**src/rtl/rpd_pkg.sv**
```systemverilog
// Package with register map, field positions and timing counts for the reset/status bank.
// What this block does
// Read/write bits read back last written value
// Read-only bits ignore writes, internal logic sets
// Diagnostic bit b6 makes write-only bits readable
// Control register cleared by hardware reset only
// Absolute power-down: control register write-only, sole writable
// Software reset holds core reset until cleared
// Controller holds reset six slow clock periods
// Power-down enable while awaiting tone enters power-down
// Tone, activation request or enable clear exit power-down
// Enable low never powers down; warm start kept
// Absolute power-down resets, stops clocks, tristates drivers
// Controller pulses software reset 1 ms after exit
// Absolute power-down clears coefficients; hardware reset ends it
// Return-to-normal clears checksum-corrupt and loopback bits
// Status register cleared by any reset
// Status changes raise interrupt, except the error bit clearing; status read clears it
// D-channel code 1111 shown; its read keeps pending
// Link-up set when full duplex established
// Link-up held until loss, deactivation or reset
// Error indication set on any timer expiry
// Error indication survives read; cleared by restart
// Status register ignores software writes
package rpd_pkg;
  localparam logic [11:0] RPD_CTRL_ADDR = 12'h000;
  localparam logic [11:0] RPD_STAT_ADDR = 12'h004;
  localparam logic [11:0] RPD_DIAG_ADDR = 12'h008;
  localparam logic [11:0] RPD_DCH_ADDR = 12'h00c;
  localparam logic [11:0] RPD_CORE_ADDR = 12'h010;
  localparam int RPD_SW_RESET_BIT = 3;
  localparam int RPD_PD_EN_BIT = 2;
  localparam int RPD_ABS_PD_BIT = 1;
  localparam int RPD_RTN_BIT = 0;
  localparam int RPD_LINKUP_BIT = 3;
  localparam int RPD_ERR_BIT = 2;
  localparam int RPD_SFSYNC_BIT = 1;
  localparam int RPD_TRANSP_BIT = 0;
  localparam int RPD_DIAG_RW_BIT = 6;
  localparam logic [3:0] RPD_CTRL_RESET = 4'h0;
  localparam logic [3:0] RPD_STAT_RESET = 4'h0;
  localparam logic [3:0] RPD_DCH_CODE = 4'hf;
  localparam int RPD_CORE_CLK_MHZ = 200;
  localparam int RPD_LINK_LOSS_MS = 480;
  // Milliseconds to microseconds, then microseconds times MHz gives core cycles.
  localparam int RPD_LINK_LOSS_CYC = RPD_LINK_LOSS_MS * 1000 * RPD_CORE_CLK_MHZ;
  // Internal status events from the activation logic.
  typedef struct packed {
    logic full_duplex;
    logic frame_ok;
    logic sf_sync;
    logic act_start;
    logic act_fail;
    logic high_error;
    logic timer_expired;
    logic wake_tone;
    logic nt_deact;
    logic lt_deact_req;
    logic waiting_tone;
    logic act_req;
    logic d_chan_avail;
  } rpd_act_ev_t;
endpackage : rpd_pkg

```
**src/rtl/rpd_bank.sv**
```systemverilog
// Reset, power-down control and activation status registers behind an APB slave.
module rpd_bank #(
  parameter int LOSS_CYCLES = rpd_pkg::RPD_LINK_LOSS_CYC
) (
  input wire logic i_core_clk,
  input wire logic i_reset_n,
  input wire logic i_psel,
  input wire logic i_penable,
  input wire logic i_pwrite,
  input wire logic [11:0] i_paddr,
  input wire logic [31:0] i_pwdata,
  output logic [31:0] o_prdata,
  output logic o_pready,
  output logic o_pslverr,
  input wire rpd_pkg::rpd_act_ev_t i_ev,
  input wire logic i_dch_enable,
  output logic o_core_reset,
  output logic o_power_down,
  output logic o_abs_power_down,
  output logic o_tx_hiz,
  output logic o_coef_clear,
  output logic o_rtn_pulse,
  output logic o_status_irq
);
  import rpd_pkg::*;

  logic [3:0] ctrl_r;
  logic [3:0] stat_r;
  logic [7:0] diag_r;
  logic irq_r;
  logic dch_r;
  logic pd_r;
  logic abs_q_r;
  logic [31:0] loss_cnt_r;
  logic [31:0] rdata_nxt;
  logic wr_acc;
  logic rd_acc;
  logic soft_rst;
  logic loss_expired;
  logic [3:0] stat_nxt;
  logic [3:0] rise;
  logic [3:0] fall;

  // Every access completes in one access cycle; no wait states.
  assign o_pready = 1'b1;
  assign wr_acc = i_psel && i_penable && i_pwrite;
  assign rd_acc = i_psel && i_penable && !i_pwrite;
  // Absolute power-down acts as a software reset too.
  assign soft_rst = ctrl_r[RPD_SW_RESET_BIT] || ctrl_r[RPD_ABS_PD_BIT];

  // Only unmapped addresses answer with an error; absolute power-down adds no error of its own.
  always_comb begin
    o_pslverr = 1'b0;
    if (i_psel && i_penable) begin
      if (i_paddr != RPD_CTRL_ADDR && i_paddr != RPD_STAT_ADDR && i_paddr != RPD_DIAG_ADDR
          && i_paddr != RPD_DCH_ADDR && i_paddr != RPD_CORE_ADDR) begin
        o_pslverr = 1'b1;
      end
    end
  end

  // Control register: hardware reset only clears it; software reset leaves it alone.
  always_ff @(posedge i_core_clk) begin
    if (!i_reset_n) begin
      ctrl_r <= RPD_CTRL_RESET;
    end else if (wr_acc && i_paddr == RPD_CTRL_ADDR) begin
      ctrl_r <= i_pwdata[3:0];
    end
  end

  // Return-to-normal emits a one-cycle clear to the maintenance logic on each write of 1.
  always_ff @(posedge i_core_clk) begin
    if (!i_reset_n) begin
      o_rtn_pulse <= 1'b0;
    end else begin
      o_rtn_pulse <= wr_acc && i_paddr == RPD_CTRL_ADDR && i_pwdata[RPD_RTN_BIT];
    end
  end

  // Diagnostic byte; blocked while in absolute power-down.
  always_ff @(posedge i_core_clk) begin
    if (!i_reset_n || soft_rst) begin
      diag_r <= 8'h00;
    end else if (wr_acc && i_paddr == RPD_DIAG_ADDR) begin
      diag_r <= i_pwdata[7:0];
    end
  end

  // Power-down state: entered only with enable set while waiting for a tone.
  always_ff @(posedge i_core_clk) begin
    if (!i_reset_n || soft_rst) begin
      pd_r <= 1'b0;
    end else if (!ctrl_r[RPD_PD_EN_BIT] || i_ev.wake_tone || i_ev.act_req) begin
      pd_r <= 1'b0;
    end else if (i_ev.waiting_tone) begin
      pd_r <= 1'b1;
    end
  end

  // Coefficient clear pulses on entry to absolute power-down.
  always_ff @(posedge i_core_clk) begin
    if (!i_reset_n) begin
      abs_q_r <= 1'b0;
      o_coef_clear <= 1'b0;
    end else begin
      abs_q_r <= ctrl_r[RPD_ABS_PD_BIT];
      o_coef_clear <= ctrl_r[RPD_ABS_PD_BIT] && !abs_q_r;
    end
  end

  // Counts cycles of lost or badly errored framing while linked.
  always_ff @(posedge i_core_clk) begin
    if (!i_reset_n || soft_rst || i_ev.frame_ok) begin
      loss_cnt_r <= 32'h0000_0000;
    end else if (stat_r[RPD_LINKUP_BIT] && !loss_expired) begin
      loss_cnt_r <= loss_cnt_r + 32'h0000_0001;
    end
  end
  assign loss_expired = loss_cnt_r >= LOSS_CYCLES[31:0] - 32'h0000_0001;

  // Next status from the activation events.
  always_comb begin
    stat_nxt = stat_r;
    if (i_ev.full_duplex) begin
      stat_nxt[RPD_LINKUP_BIT] = 1'b1;
    end
    if (loss_expired || i_ev.nt_deact || i_ev.lt_deact_req) begin
      stat_nxt[RPD_LINKUP_BIT] = 1'b0;
    end
    stat_nxt[RPD_SFSYNC_BIT] = i_ev.sf_sync && stat_nxt[RPD_LINKUP_BIT];
    if (i_ev.act_start) begin
      stat_nxt[RPD_TRANSP_BIT] = 1'b1;
    end
    if (i_ev.act_fail || i_ev.high_error) begin
      stat_nxt[RPD_TRANSP_BIT] = 1'b0;
    end
    if (i_ev.act_req || i_ev.wake_tone) begin
      stat_nxt[RPD_ERR_BIT] = 1'b0;
    end
    if (i_ev.timer_expired || loss_expired || i_ev.act_fail) begin
      stat_nxt[RPD_ERR_BIT] = 1'b1;
    end
  end
  assign rise = stat_nxt & ~stat_r;
  assign fall = stat_r & ~stat_nxt & 4'b1011;

  // Status register ignores bus writes and clears on either reset.
  always_ff @(posedge i_core_clk) begin
    if (!i_reset_n || soft_rst) begin
      stat_r <= RPD_STAT_RESET;
    end else begin
      stat_r <= stat_nxt;
    end
  end

  // Status-change interrupt; a new change wins over the clearing read.
  always_ff @(posedge i_core_clk) begin
    if (!i_reset_n || soft_rst) begin
      irq_r <= 1'b0;
    end else if ((|rise) || (|fall)) begin
      irq_r <= 1'b1;
    end else if (rd_acc && i_paddr == RPD_STAT_ADDR) begin
      irq_r <= 1'b0;
    end
  end

  // D-channel code flag; cleared by reading the D-channel register.
  always_ff @(posedge i_core_clk) begin
    if (!i_reset_n || soft_rst || !i_dch_enable) begin
      dch_r <= 1'b0;
    end else if (i_ev.d_chan_avail) begin
      dch_r <= 1'b1;
    end else if (rd_acc && i_paddr == RPD_DCH_ADDR) begin
      dch_r <= 1'b0;
    end
  end

  // Read mux; control reads zero during absolute power-down as it is write-only then.
  always_comb begin
    rdata_nxt = 32'h0000_0000;
    if (i_paddr == RPD_CTRL_ADDR) begin
      if (!ctrl_r[RPD_ABS_PD_BIT]) begin
        rdata_nxt[3:0] = ctrl_r;
      end
    end else if (ctrl_r[RPD_ABS_PD_BIT]) begin
      rdata_nxt = 32'h0000_0000;
    end else if (i_paddr == RPD_STAT_ADDR) begin
      rdata_nxt[3:0] = dch_r ? RPD_DCH_CODE : stat_r;
    end else if (i_paddr == RPD_DIAG_ADDR) begin
      rdata_nxt[7:0] = diag_r;
    end else if (i_paddr == RPD_DCH_ADDR) begin
      rdata_nxt[0] = dch_r;
    end else if (i_paddr == RPD_CORE_ADDR) begin
      // Write-only style core state is visible only in diagnostic mode.
      if (diag_r[RPD_DIAG_RW_BIT]) begin
        rdata_nxt[2:0] = {o_coef_clear, pd_r, o_rtn_pulse};
      end
    end
  end
  assign o_prdata = rdata_nxt;

  // Core-facing controls are registered so they are clean from reset.
  always_ff @(posedge i_core_clk) begin
    if (!i_reset_n) begin
      o_core_reset <= 1'b0;
      o_power_down <= 1'b0;
      o_abs_power_down <= 1'b0;
      o_tx_hiz <= 1'b0;
      o_status_irq <= 1'b0;
    end else begin
      o_core_reset <= soft_rst;
      o_power_down <= pd_r;
      o_abs_power_down <= ctrl_r[RPD_ABS_PD_BIT];
      o_tx_hiz <= ctrl_r[RPD_ABS_PD_BIT] || pd_r;
      o_status_irq <= irq_r;
    end
  end
endmodule // rpd_bank

```
**config.mk**
```make
export PLATFORM = sky130hd
export DESIGN_NAME = rpd_bank
export DESIGN_NICKNAME = d
export VERILOG_FILES = /design/src/rtl/rpd_pkg.sv /design/src/rtl/rpd_bank.sv
export SDC_FILE = /design/constraint.sdc
export NUM_CORES = 1
export LEC_CHECK = 0
export ABC_AREA = 1
export BUFFER_PORTS_ARGS = -buffer_cell sky130_fd_sc_hd__buf_2
export CAP_MARGIN = 20
export CORE_MARGIN = 2
export CORE_UTILIZATION = 40
export CTS_CLUSTER_DIAMETER = 40
export DETAILED_ROUTE_END_ITERATION = 6
export PLACE_DENSITY = 0.68
export SYNTH_ARGS = -nofsm -noshare
export SYNTH_HDL_FRONTEND = slang
export SYNTH_SLANG_ARGS = --single-unit
export TNS_END_PERCENT = 30
```
**constraint.sdc**
```tcl
create_clock -name i_core_clk -period 2.38 [get_ports i_core_clk]
set_input_delay 0.357 -clock i_core_clk [delete_from_list [all_inputs] [get_ports i_core_clk]]
set_output_delay 0.357 -clock i_core_clk [all_outputs]
set_load 0.005 [all_outputs]
```
Yosys cells after proc, flatten, opt, wreduce, memory -nomap -nowiden:

Index checks and enable logic that the tools add are counted.
W data, S select, Z words.

* add/sub/neg operators: 1
* multiplexer cells: 25
* bitwise operators: 4
* magnitude comparators: 1
* equal/unequal tests: 8
* reductions and logical operators: 42

Operators with widths (count)
* $add A32 B1 Y32 const B: 1
* $ge A32 B27 Y1 const B: 1
* $eq A12 B4 Y1 const B: 2
* $mux W4: 6
* $ne A12 B4 Y1 const B: 2
* $logic_and A1 B1 Y1: 15
* $logic_or A1 B1 Y1: 14
* $mux W1: 13
* $eq A12 B3 Y1 const B: 1
* $eq A12 B5 Y1 const B: 1
* $logic_not A12 Y1: 1
* $ne A12 B3 Y1 const B: 1
* $ne A12 B5 Y1 const B: 1
* $reduce_bool A12 Y1: 1
* $mux W3: 3
* $and A4 B4 Y4: 2
* $mux W8: 1
* $not A4 Y4: 2
* $logic_not A1 Y1: 6
* $mux W5: 1
* $reduce_bool A2 Y1: 2
* $reduce_or A4 Y1: 1
* $reduce_or A3 Y1: 1
* $mux W2: 1
* $reduce_or A2 Y1: 1

* word-level logic and storage cells: 95
* output and inout bits: 41
* input port bits: 63
* register bits: 58

Depth between registers and ports, before layout:

Gate-level depths: netlist of run 1.

* word-level depth: 10
* depth in mapped cells: 14
* mapped depth without buffers: 13

Least setup slack after synthesis of run 1:

No wires, ideal clock.

* path kind: input to output
* start point: input i_paddr[6]
* end point: output o_prdata[2]
* path slack: 0.514 ns
* required time: 2.023 ns
* buffers on the path: 0
* arrival time: 1.509 ns
* stages on the path: 9
* cell sequence: inv_1 nand2_1 nor2_1 nand2_1 nor2_1 nand4_1 o21ai_0 o21ai_0 a21oi_1

* cells in the longest elaborated chain, start to end: 7
* elaborated cells on any way between the ends: 11
* those cells by class: eq/ne: 4; mux: 6; reduce/logical: 1

RTL lines
* from (decl): RTL line rpd_bank.sv:10 `input wire logic [11:0] i_paddr,`
* $eq A12 B5 Y1: RTL line rpd_bank.sv:193 `end else if (i_paddr == RPD_CORE_ADDR) begin`
* $mux W3: RTL line rpd_bank.sv:193
* $mux W2: RTL line rpd_bank.sv:191 `end else if (i_paddr == RPD_DCH_ADDR) begin`
* $mux W3: RTL line rpd_bank.sv:189 `end else if (i_paddr == RPD_DIAG_ADDR) begin`
* $mux W4: RTL line rpd_bank.sv:187 `end else if (i_paddr == RPD_STAT_ADDR) begin`
* $mux W8: RTL line rpd_bank.sv:185 `end else if (ctrl_r[RPD_ABS_PD_BIT]) begin`
* $mux W4 *: RTL line rpd_bank.sv:181 `if (i_paddr == RPD_CTRL_ADDR) begin`
* to (decl): RTL line rpd_bank.sv:12 `output logic [31:0] o_prdata,`

Every way passes the cells marked *; elsewhere a longest branch is shown, timed or not.

Final worst setup path of run 1:

Ends and elaborated chain as after synthesis.

==> results.ini, run 1 <==
[final_layout]
final_common_cell=nand2_1
final_nets=633
drive_above_1_share=0.185
mostFrequentLayoutCells=nand2_1, nor2_1, inv_1
diodes=0
fillers=856
syn_to_final_growth_pct=15.0
multi_input_area_mm2=0.00178
ff_latch_area_mm2=0.00116

[timing]
rsz0062_at_grt=no
fin_crit_sh=0.903
skew_ns=0.00791
hold_viol=0
maxSlewViolCount=0
setup_viol=0
tightest_slew_ns=0.790
period_minus_slack_ns=2.15
relSlewSlack=0.473
fmax_mhz=465
fin_setup_tns_ns=0
worst_slack_ns=0.232

[setup_path]
startpoint_type=input pin
worst-r2r-setup-slack_ns=0.34
rr_startpoint=loss_cnt_r[0]
setup.worst_path.end_class=output port
cp_max_fo=7
cp.required_ns=2.02
crit_path_start=i_paddr[6]
worstPathArrival_ns=1.79
r2r_end=loss_cnt_r[17]
crit_type=in -> out
worst-r2r-cell-count=12

[pwr]
power.leakage_nw=1.70
seqPwrFrac=0.466
intPower_mw=1.63
p_sw_frac=0.225
pwr-share-comb=0.056
switchingPower_mw=0.474
p_per_area_mw_per_mm2=541
p_clk_frac=0.479
ir_drop_v=0.000400

[logic_synthesis]
yosysSeqAreaShare=0.343
synthArstFlopShare=0
yosysWarningCount=0
yosys_register_bits=58
synthesis.area_mm2=0.00339
syn_avg_cell_area_um2=6.68
synth_flop_cell=dfxtp_1
synth_edf_count=0
syn_inst=507
yosysUniqueCellTypes=38

[cts]
clk_pin_slew_ns=0.07
worstSkewPairLatency_ns=0.34
cts-root-buf=clkbuf_8
holdBufCountCts=0
cts.sinks=58
clockBufferDepth=2
htreeDepth=3
cts_tree=done
cts_buffers=9

[detailed_routing]
via_per_inst=4.72
drc=0
ant_nets=0
dr.pass1.iters=4
wl_per_cell_um=11.2
drtIter0Drc=101
drt-total-wl_mm=7.61
vias=3199

[grt]
grt_pass1_wl_mm=12.7
antenna_found_initial=0
grt_max_degree=23
first_global_vias=2842
grt_overflow=0
grtUsageTotal=0.176

[floorplanning]
die_w_um=96.0
coreArea_mm2=0.00822
ios=104
initial_core_util=0.412
rows=33
die-area_mm2=0.00922
fp.dieH_um=96.0

[placed_design]
gp_congestion=0.944
place_ws_ns=0.110
numPortBuffers=54
dpl.hpwl_mm=5.88

[hold_path]
hp-start=i_dch_enable
min_to=dch_r
hold-path-cell-count=3
hold_path.class=in -> reg

[run]
drv_cap=0

[outcome]
outcome=finished clean

[cell families (layout without fill, tap and decap cells)]
| family | count (synthesis) | in the layout | share of synthesized area |
|---|---|---|---|
| AOI/OAI and AO/OA | 71 | 71 | 0.111 |
| xor gates and xnor gates | 11 | 11 | 0.0284 |
| adders and majority gates | 1 | 1 | 0.00369 |
| buffers and inverters | 106 | 149 | 0.158 |
| DFF | 58 | 58 | 0.343 |
| other | 2 | 25 | 0.00222 |
| and+or+nand+nor | 258 | 258 | 0.354 |
[power by group through the flow]
stage / Clock (mW) / Combinational [mW] / Sequential, mW
after floorplan: 0 / 0.0965 / 1.00
after global placement: 0 / 0.114 / 1.00
after detailed placement: 0 / 0.117 / 1.00
after CTS: 1.03 / 0.117 / 0.981
after global routing: 1.09 / 0.136 / 0.981
final: 1.01 / 0.117 / 0.981
[final cells by class]
cell class	instances	share of cell area
Inverter	71	0.0690
Sequential cell	58	0.298
Clock buffer	10	0.0353
Tap cell	105	0.0337
Clock inverter	5	0.0202
Multi-Input combinational cell	366	0.457
Timing Repair Buffer	63	0.0867
[worst max path at each step]
| stage | to | depth (start not counted) | slack, ns |
|---|---|---|---|
| 6_report | o_prdata[2] | 12 | 0.23 |
| 5_1_grt | o_prdata[2] | 12 | 0.03 |
| 2_1_floorplan | o_prdata[2] | 9 | 0.51 |
| 4_1_cts | o_prdata[2] | 12 | 0.11 |
| 3_5_place_dp | o_prdata[2] | 12 | 0.11 |
| 3_3_place_gp | o_prdata[2] | 12 | 0.20 |
[sequential cells by signal, summed over array words and instances, names as in the netlist]
register / cells
ctrl_r: 4
dch_r: 1
diag_r: 8
irq_r: 1
loss_cnt_r: 32
o_abs_power_down: 1
o_coef_clear: 1
o_core_reset: 1
o_power_down: 1
o_rtn_pulse: 1
o_status_irq: 1
o_tx_hiz: 1
pd_r: 1
stat_r: 4
[synthesized netlist by cell type (2+ instances only)]
master | n | share of area
nand2_2 | 7 | 0.013
nor3b_2 | 3 | 0.011
conb_1 | 2 | 0.0022
nand3_2 | 2 | 0.0059
nand2_1 | 108 | 0.12
buf_4 | 26 | 0.058
o21ai_1 | 2 | 0.0030
nand3_1 | 21 | 0.031
xnor2_1 | 2 | 0.0052
dfxtp_1 | 58 | 0.34
nand4_1 | 18 | 0.033
a21oi_1 | 38 | 0.056
nor3_2 | 2 | 0.0059
clkbuf_1 | 3 | 0.0033
nor3b_1 | 3 | 0.0066
inv_2 | 3 | 0.0033
nor4_1 | 2 | 0.0037
o21ai_0 | 26 | 0.038
a31oi_1 | 2 | 0.0037
or2_2 | 2 | 0.0037
nor3_1 | 14 | 0.021
xor2_1 | 9 | 0.023
nor2_4 | 3 | 0.010
inv_1 | 66 | 0.073
buf_2 | 2 | 0.0030
buf_6 | 3 | 0.010
nor2_1 | 69 | 0.076
[per-layer routing]
layer,global-route usage,wire length [um],up-vias
li1,-,-,1688
met1,0.237,3630,1423
met2,0.269,3480,77
met3,0.0572,418,11
met4,0.0536,87,0
met5,0,0,-
[through the flow]
| stage | cell area, um2 | cells | util | hold WS, ns | total power [mW] |
|---|---|---|---|---|---|
| 2_1_floorplan | 3470 | 530 | - | 0.402 | 1.10 |
| 3_3_place_gp | 3680 | 663 | 0.448 | 0.395 | 1.12 |
| 3_5_place_dp | 3680 | 663 | 0.448 | 0.400 | 1.12 |
| 6_report | 3900 | 678 | 0.474 | 0.250 | 2.11 |
| 4_1_cts | 3890 | 678 | 0.474 | 0.238 | 2.13 |
| 5_1_grt | 3900 | 678 | 0.474 | 0.248 | 2.20 |
[timing repair]
item / 4_1_cts / 5_1_grt
setup endpoints to repair: 0 / 8
resized for setup: 0 / 1
setup buffers: 0 / 0
[worst max-delay path: stages]
cell,delay (ns)
buf_2,0.10
inv_1,0.04
nand2_1,0.04
nor2_1,0.12
nand2_1,0.08
nor2_2,0.21
nand2_1,0.21
nor2_1,0.24
nand2_1,0.07
o21ai_0,0.08
a21oi_1,0.10
buf_2,0.13
(Power assumes the default switching activity.)
==> run 2: changes to the inputs <==
--- a/config.mk
+++ b/config.mk
@@ -12,6 +12,7 @@
 export CORE_UTILIZATION = 40
 export CTS_CLUSTER_DIAMETER = 40
 export DETAILED_ROUTE_END_ITERATION = 6
+export MAX_ROUTING_LAYER = met4
 export PLACE_DENSITY = 0.68
 export SYNTH_ARGS = -nofsm -noshare
 export SYNTH_HDL_FRONTEND = slang
==> results.ini, run 2 (same netlist as run 1, synthesis figures left out) <==
[final_layout]
drive_above_1_share=0.182  ; was 0.185
final_common_cell=nand2_1  ; unchanged
largest-register=loss_cnt_r  ; unchanged
diodes=0  ; unchanged
largest_register_ffs=32  ; unchanged
syn_to_final_growth_pct=14.0  ; was 15.0%
final_nets=631  ; was 633
reg.largest.list=loss_cnt_r: 32 flops, diag_r: 8 flops  ; unchanged
fillers=873  ; was 856
mostFrequentLayoutCells=nand2_1, nor2_1, inv_1  ; unchanged

[floorplanning]
ios=104  ; unchanged
die-area_mm2=0.00922  ; unchanged
fp.dieH_um=96.0  ; unchanged
coreArea_mm2=0.00822  ; unchanged
rows=33  ; unchanged
initial_core_util=0.412  ; unchanged
die_w_um=96.0  ; unchanged

[detailed_routing]
via_per_inst=4.75  ; was 4.72
wl_per_cell_um=11.4  ; was 11.2 um
drtIter0Drc=154  ; was 101
ant_nets=0  ; unchanged
vias=3208  ; was 3,199
drc=0  ; unchanged
dr.pass1.iters=5  ; was 4
drt-total-wl_mm=7.70  ; was 7.61 mm

[setup_path]
critPathSlowestCell=nand4_1  ; was nor2_1
startpoint_type=input pin  ; unchanged
r2r_end=loss_cnt_r[17]  ; unchanged
crit_chain=buf_2, inv_1, nand2_1, nor2_1, nand2_1, nor2_2, nand4_1, o21ai_0, nand2_1, a21oi_1, buf_2  ; was buf_2, inv_1, nand2_1, nor2_1, nand2_1, nor2_2, nand2_1, nor2_1, nand2_1, o21ai_0, a21oi_1, buf_2
slowest_delay_ns=0.25  ; was 0.24 ns
setup.worst_path.end_class=output port  ; unchanged
worstPathArrival_ns=1.82  ; was 1.79 ns
worst-r2r-setup-slack_ns=0.36  ; was 0.34 ns
crit_path_frequent_cell=nand2_1  ; unchanged
crit_type=in -> out  ; unchanged
worst-r2r-cell-count=12  ; unchanged
cp.required_ns=2.02  ; about the same
rr_startpoint=loss_cnt_r[0]  ; unchanged
cp_max_fo=6  ; was 7

[cts]
cts_buffers=9  ; unchanged
cts.sinks=58  ; unchanged
post_cts_buffers=0  ; unchanged
clk_pin_slew_ns=0.06  ; was 0.07 ns
cts_tree=done  ; unchanged
clockBufferDepth=2  ; unchanged
htreeDepth=3  ; unchanged
worstSkewPairLatency_ns=0.34  ; about the same
cts-root-buf=clkbuf_8  ; unchanged

[hold_path]
hold_path.class=in -> reg  ; unchanged
hp-start=i_dch_enable  ; unchanged
min_to=dch_r  ; unchanged
hold-path-cell-count=3  ; unchanged

[timing]
relSlewSlack=0.469  ; was 0.473
rsz0062_at_grt=no  ; unchanged
tightest_slew_ns=0.795  ; was 0.790 ns
setup_viol=0  ; unchanged
hold_viol=0  ; unchanged
period_minus_slack_ns=2.18  ; was 2.15 ns
fin_crit_sh=0.914  ; was 0.903
skew_ns=0.00941  ; was 0.00791 ns
whs_ns=0.257  ; was 0.250 ns
maxSlewViolCount=0  ; unchanged
fin_setup_tns_ns=0  ; unchanged
fmax_mhz=460  ; was 465 MHz

[outcome]
outcome=finished clean  ; unchanged

[grt]
first_global_vias=2862  ; was 2,842
antenna_found_initial=0  ; unchanged
grt_max_degree=23  ; unchanged
grtUsageTotal=0.183  ; was 0.176
grt_pass1_wl_mm=12.8  ; was 12.7 mm
grt_overflow=0  ; unchanged

[run]
drv_cap=0  ; unchanged

[placed_design]
dpl.hpwl_mm=5.83  ; was 5.88 mm
gp_congestion=0.962  ; was 0.944
numPortBuffers=54  ; unchanged

[pwr]
power.leakage_nw=1.68  ; was 1.70 nW
p_per_area_mw_per_mm2=508  ; was 541 mW/mm2
ir_drop_v=0.000407  ; was 0.000400 V

## run 2: layout make-up
| class | count | area, um2 | share of cell area |
|---|---|---|---|
| repair buffers | 61 | 335 | 0.0869 |
| well taps | 105 | 131 | 0.0340 |
| clock inverters | 6 | 58.8 | 0.0152 |
| flip-flops and latches | 58 | 1160 | 0.301 |
| inverters | 71 | 269 | 0.0697 |
| multi-input cells | 366 | 1780 | 0.461 |
| clock buffers | 9 | 124 | 0.0321 |
## run 2: critical path: cells and delay by family
family	cells	cell delay, ns
AO/OA/AOI/OAI	2	0.43
buffers and inverters	3	0.28
AND/OR/NAND/NOR	6	0.74
## run 2: worst max-delay path by stage
stage / start / endpoint / slack [ns] / depth (start not counted)
floorplan: i_paddr[6] / o_prdata[2] / 0.51 / 9
global route: i_paddr[6] / o_prdata[3] / 0.05 / 11
CTS: i_paddr[6] / o_prdata[3] / 0.16 / 11
global placement: i_paddr[6] / o_prdata[3] / 0.19 / 11
finish: i_paddr[6] / o_prdata[3] / 0.20 / 11
detailed placement: i_paddr[6] / o_prdata[3] / 0.17 / 11
## run 2: layer usage
layer	global-route usage	wire, um	share of wire
met2	0.269	3500	0.45
met5	-	0	0
met1	0.243	3770	0.49
met3	0.0298	295	0.038
met4	0.0881	136	0.018
## run 2: stage by stage
stage	cell area (um2)	setup slack, ns	util	power (mW)	std cells
final	3860	0.204	0.470	1.96	676
after global routing	3860	0.0532	0.470	2.05	676
after CTS	3860	0.156	0.469	1.98	676
after detailed placement	3670	0.165	0.447	1.12	661
after global placement	3670	0.190	0.447	1.12	661
after floorplan	3470	0.514	-	1.10	530
## run 2: power breakdown
part           internal (mW)  switching (mW)  total (mW)  leakage, nW
registers              0.977         0.00377       0.981        0.468
logic                 0.0452          0.0720       0.117         1.11
clock network          0.471           0.393       0.864       0.0986
total                   1.49           0.468        1.96         1.68
## run 2: timing repair
item,4_1_cts,5_1_grt
hold buffers,0,0
endpoints found under the hold margin,0,0
endpoints found under the setup margin,0,4
gates resized for setup,0,1
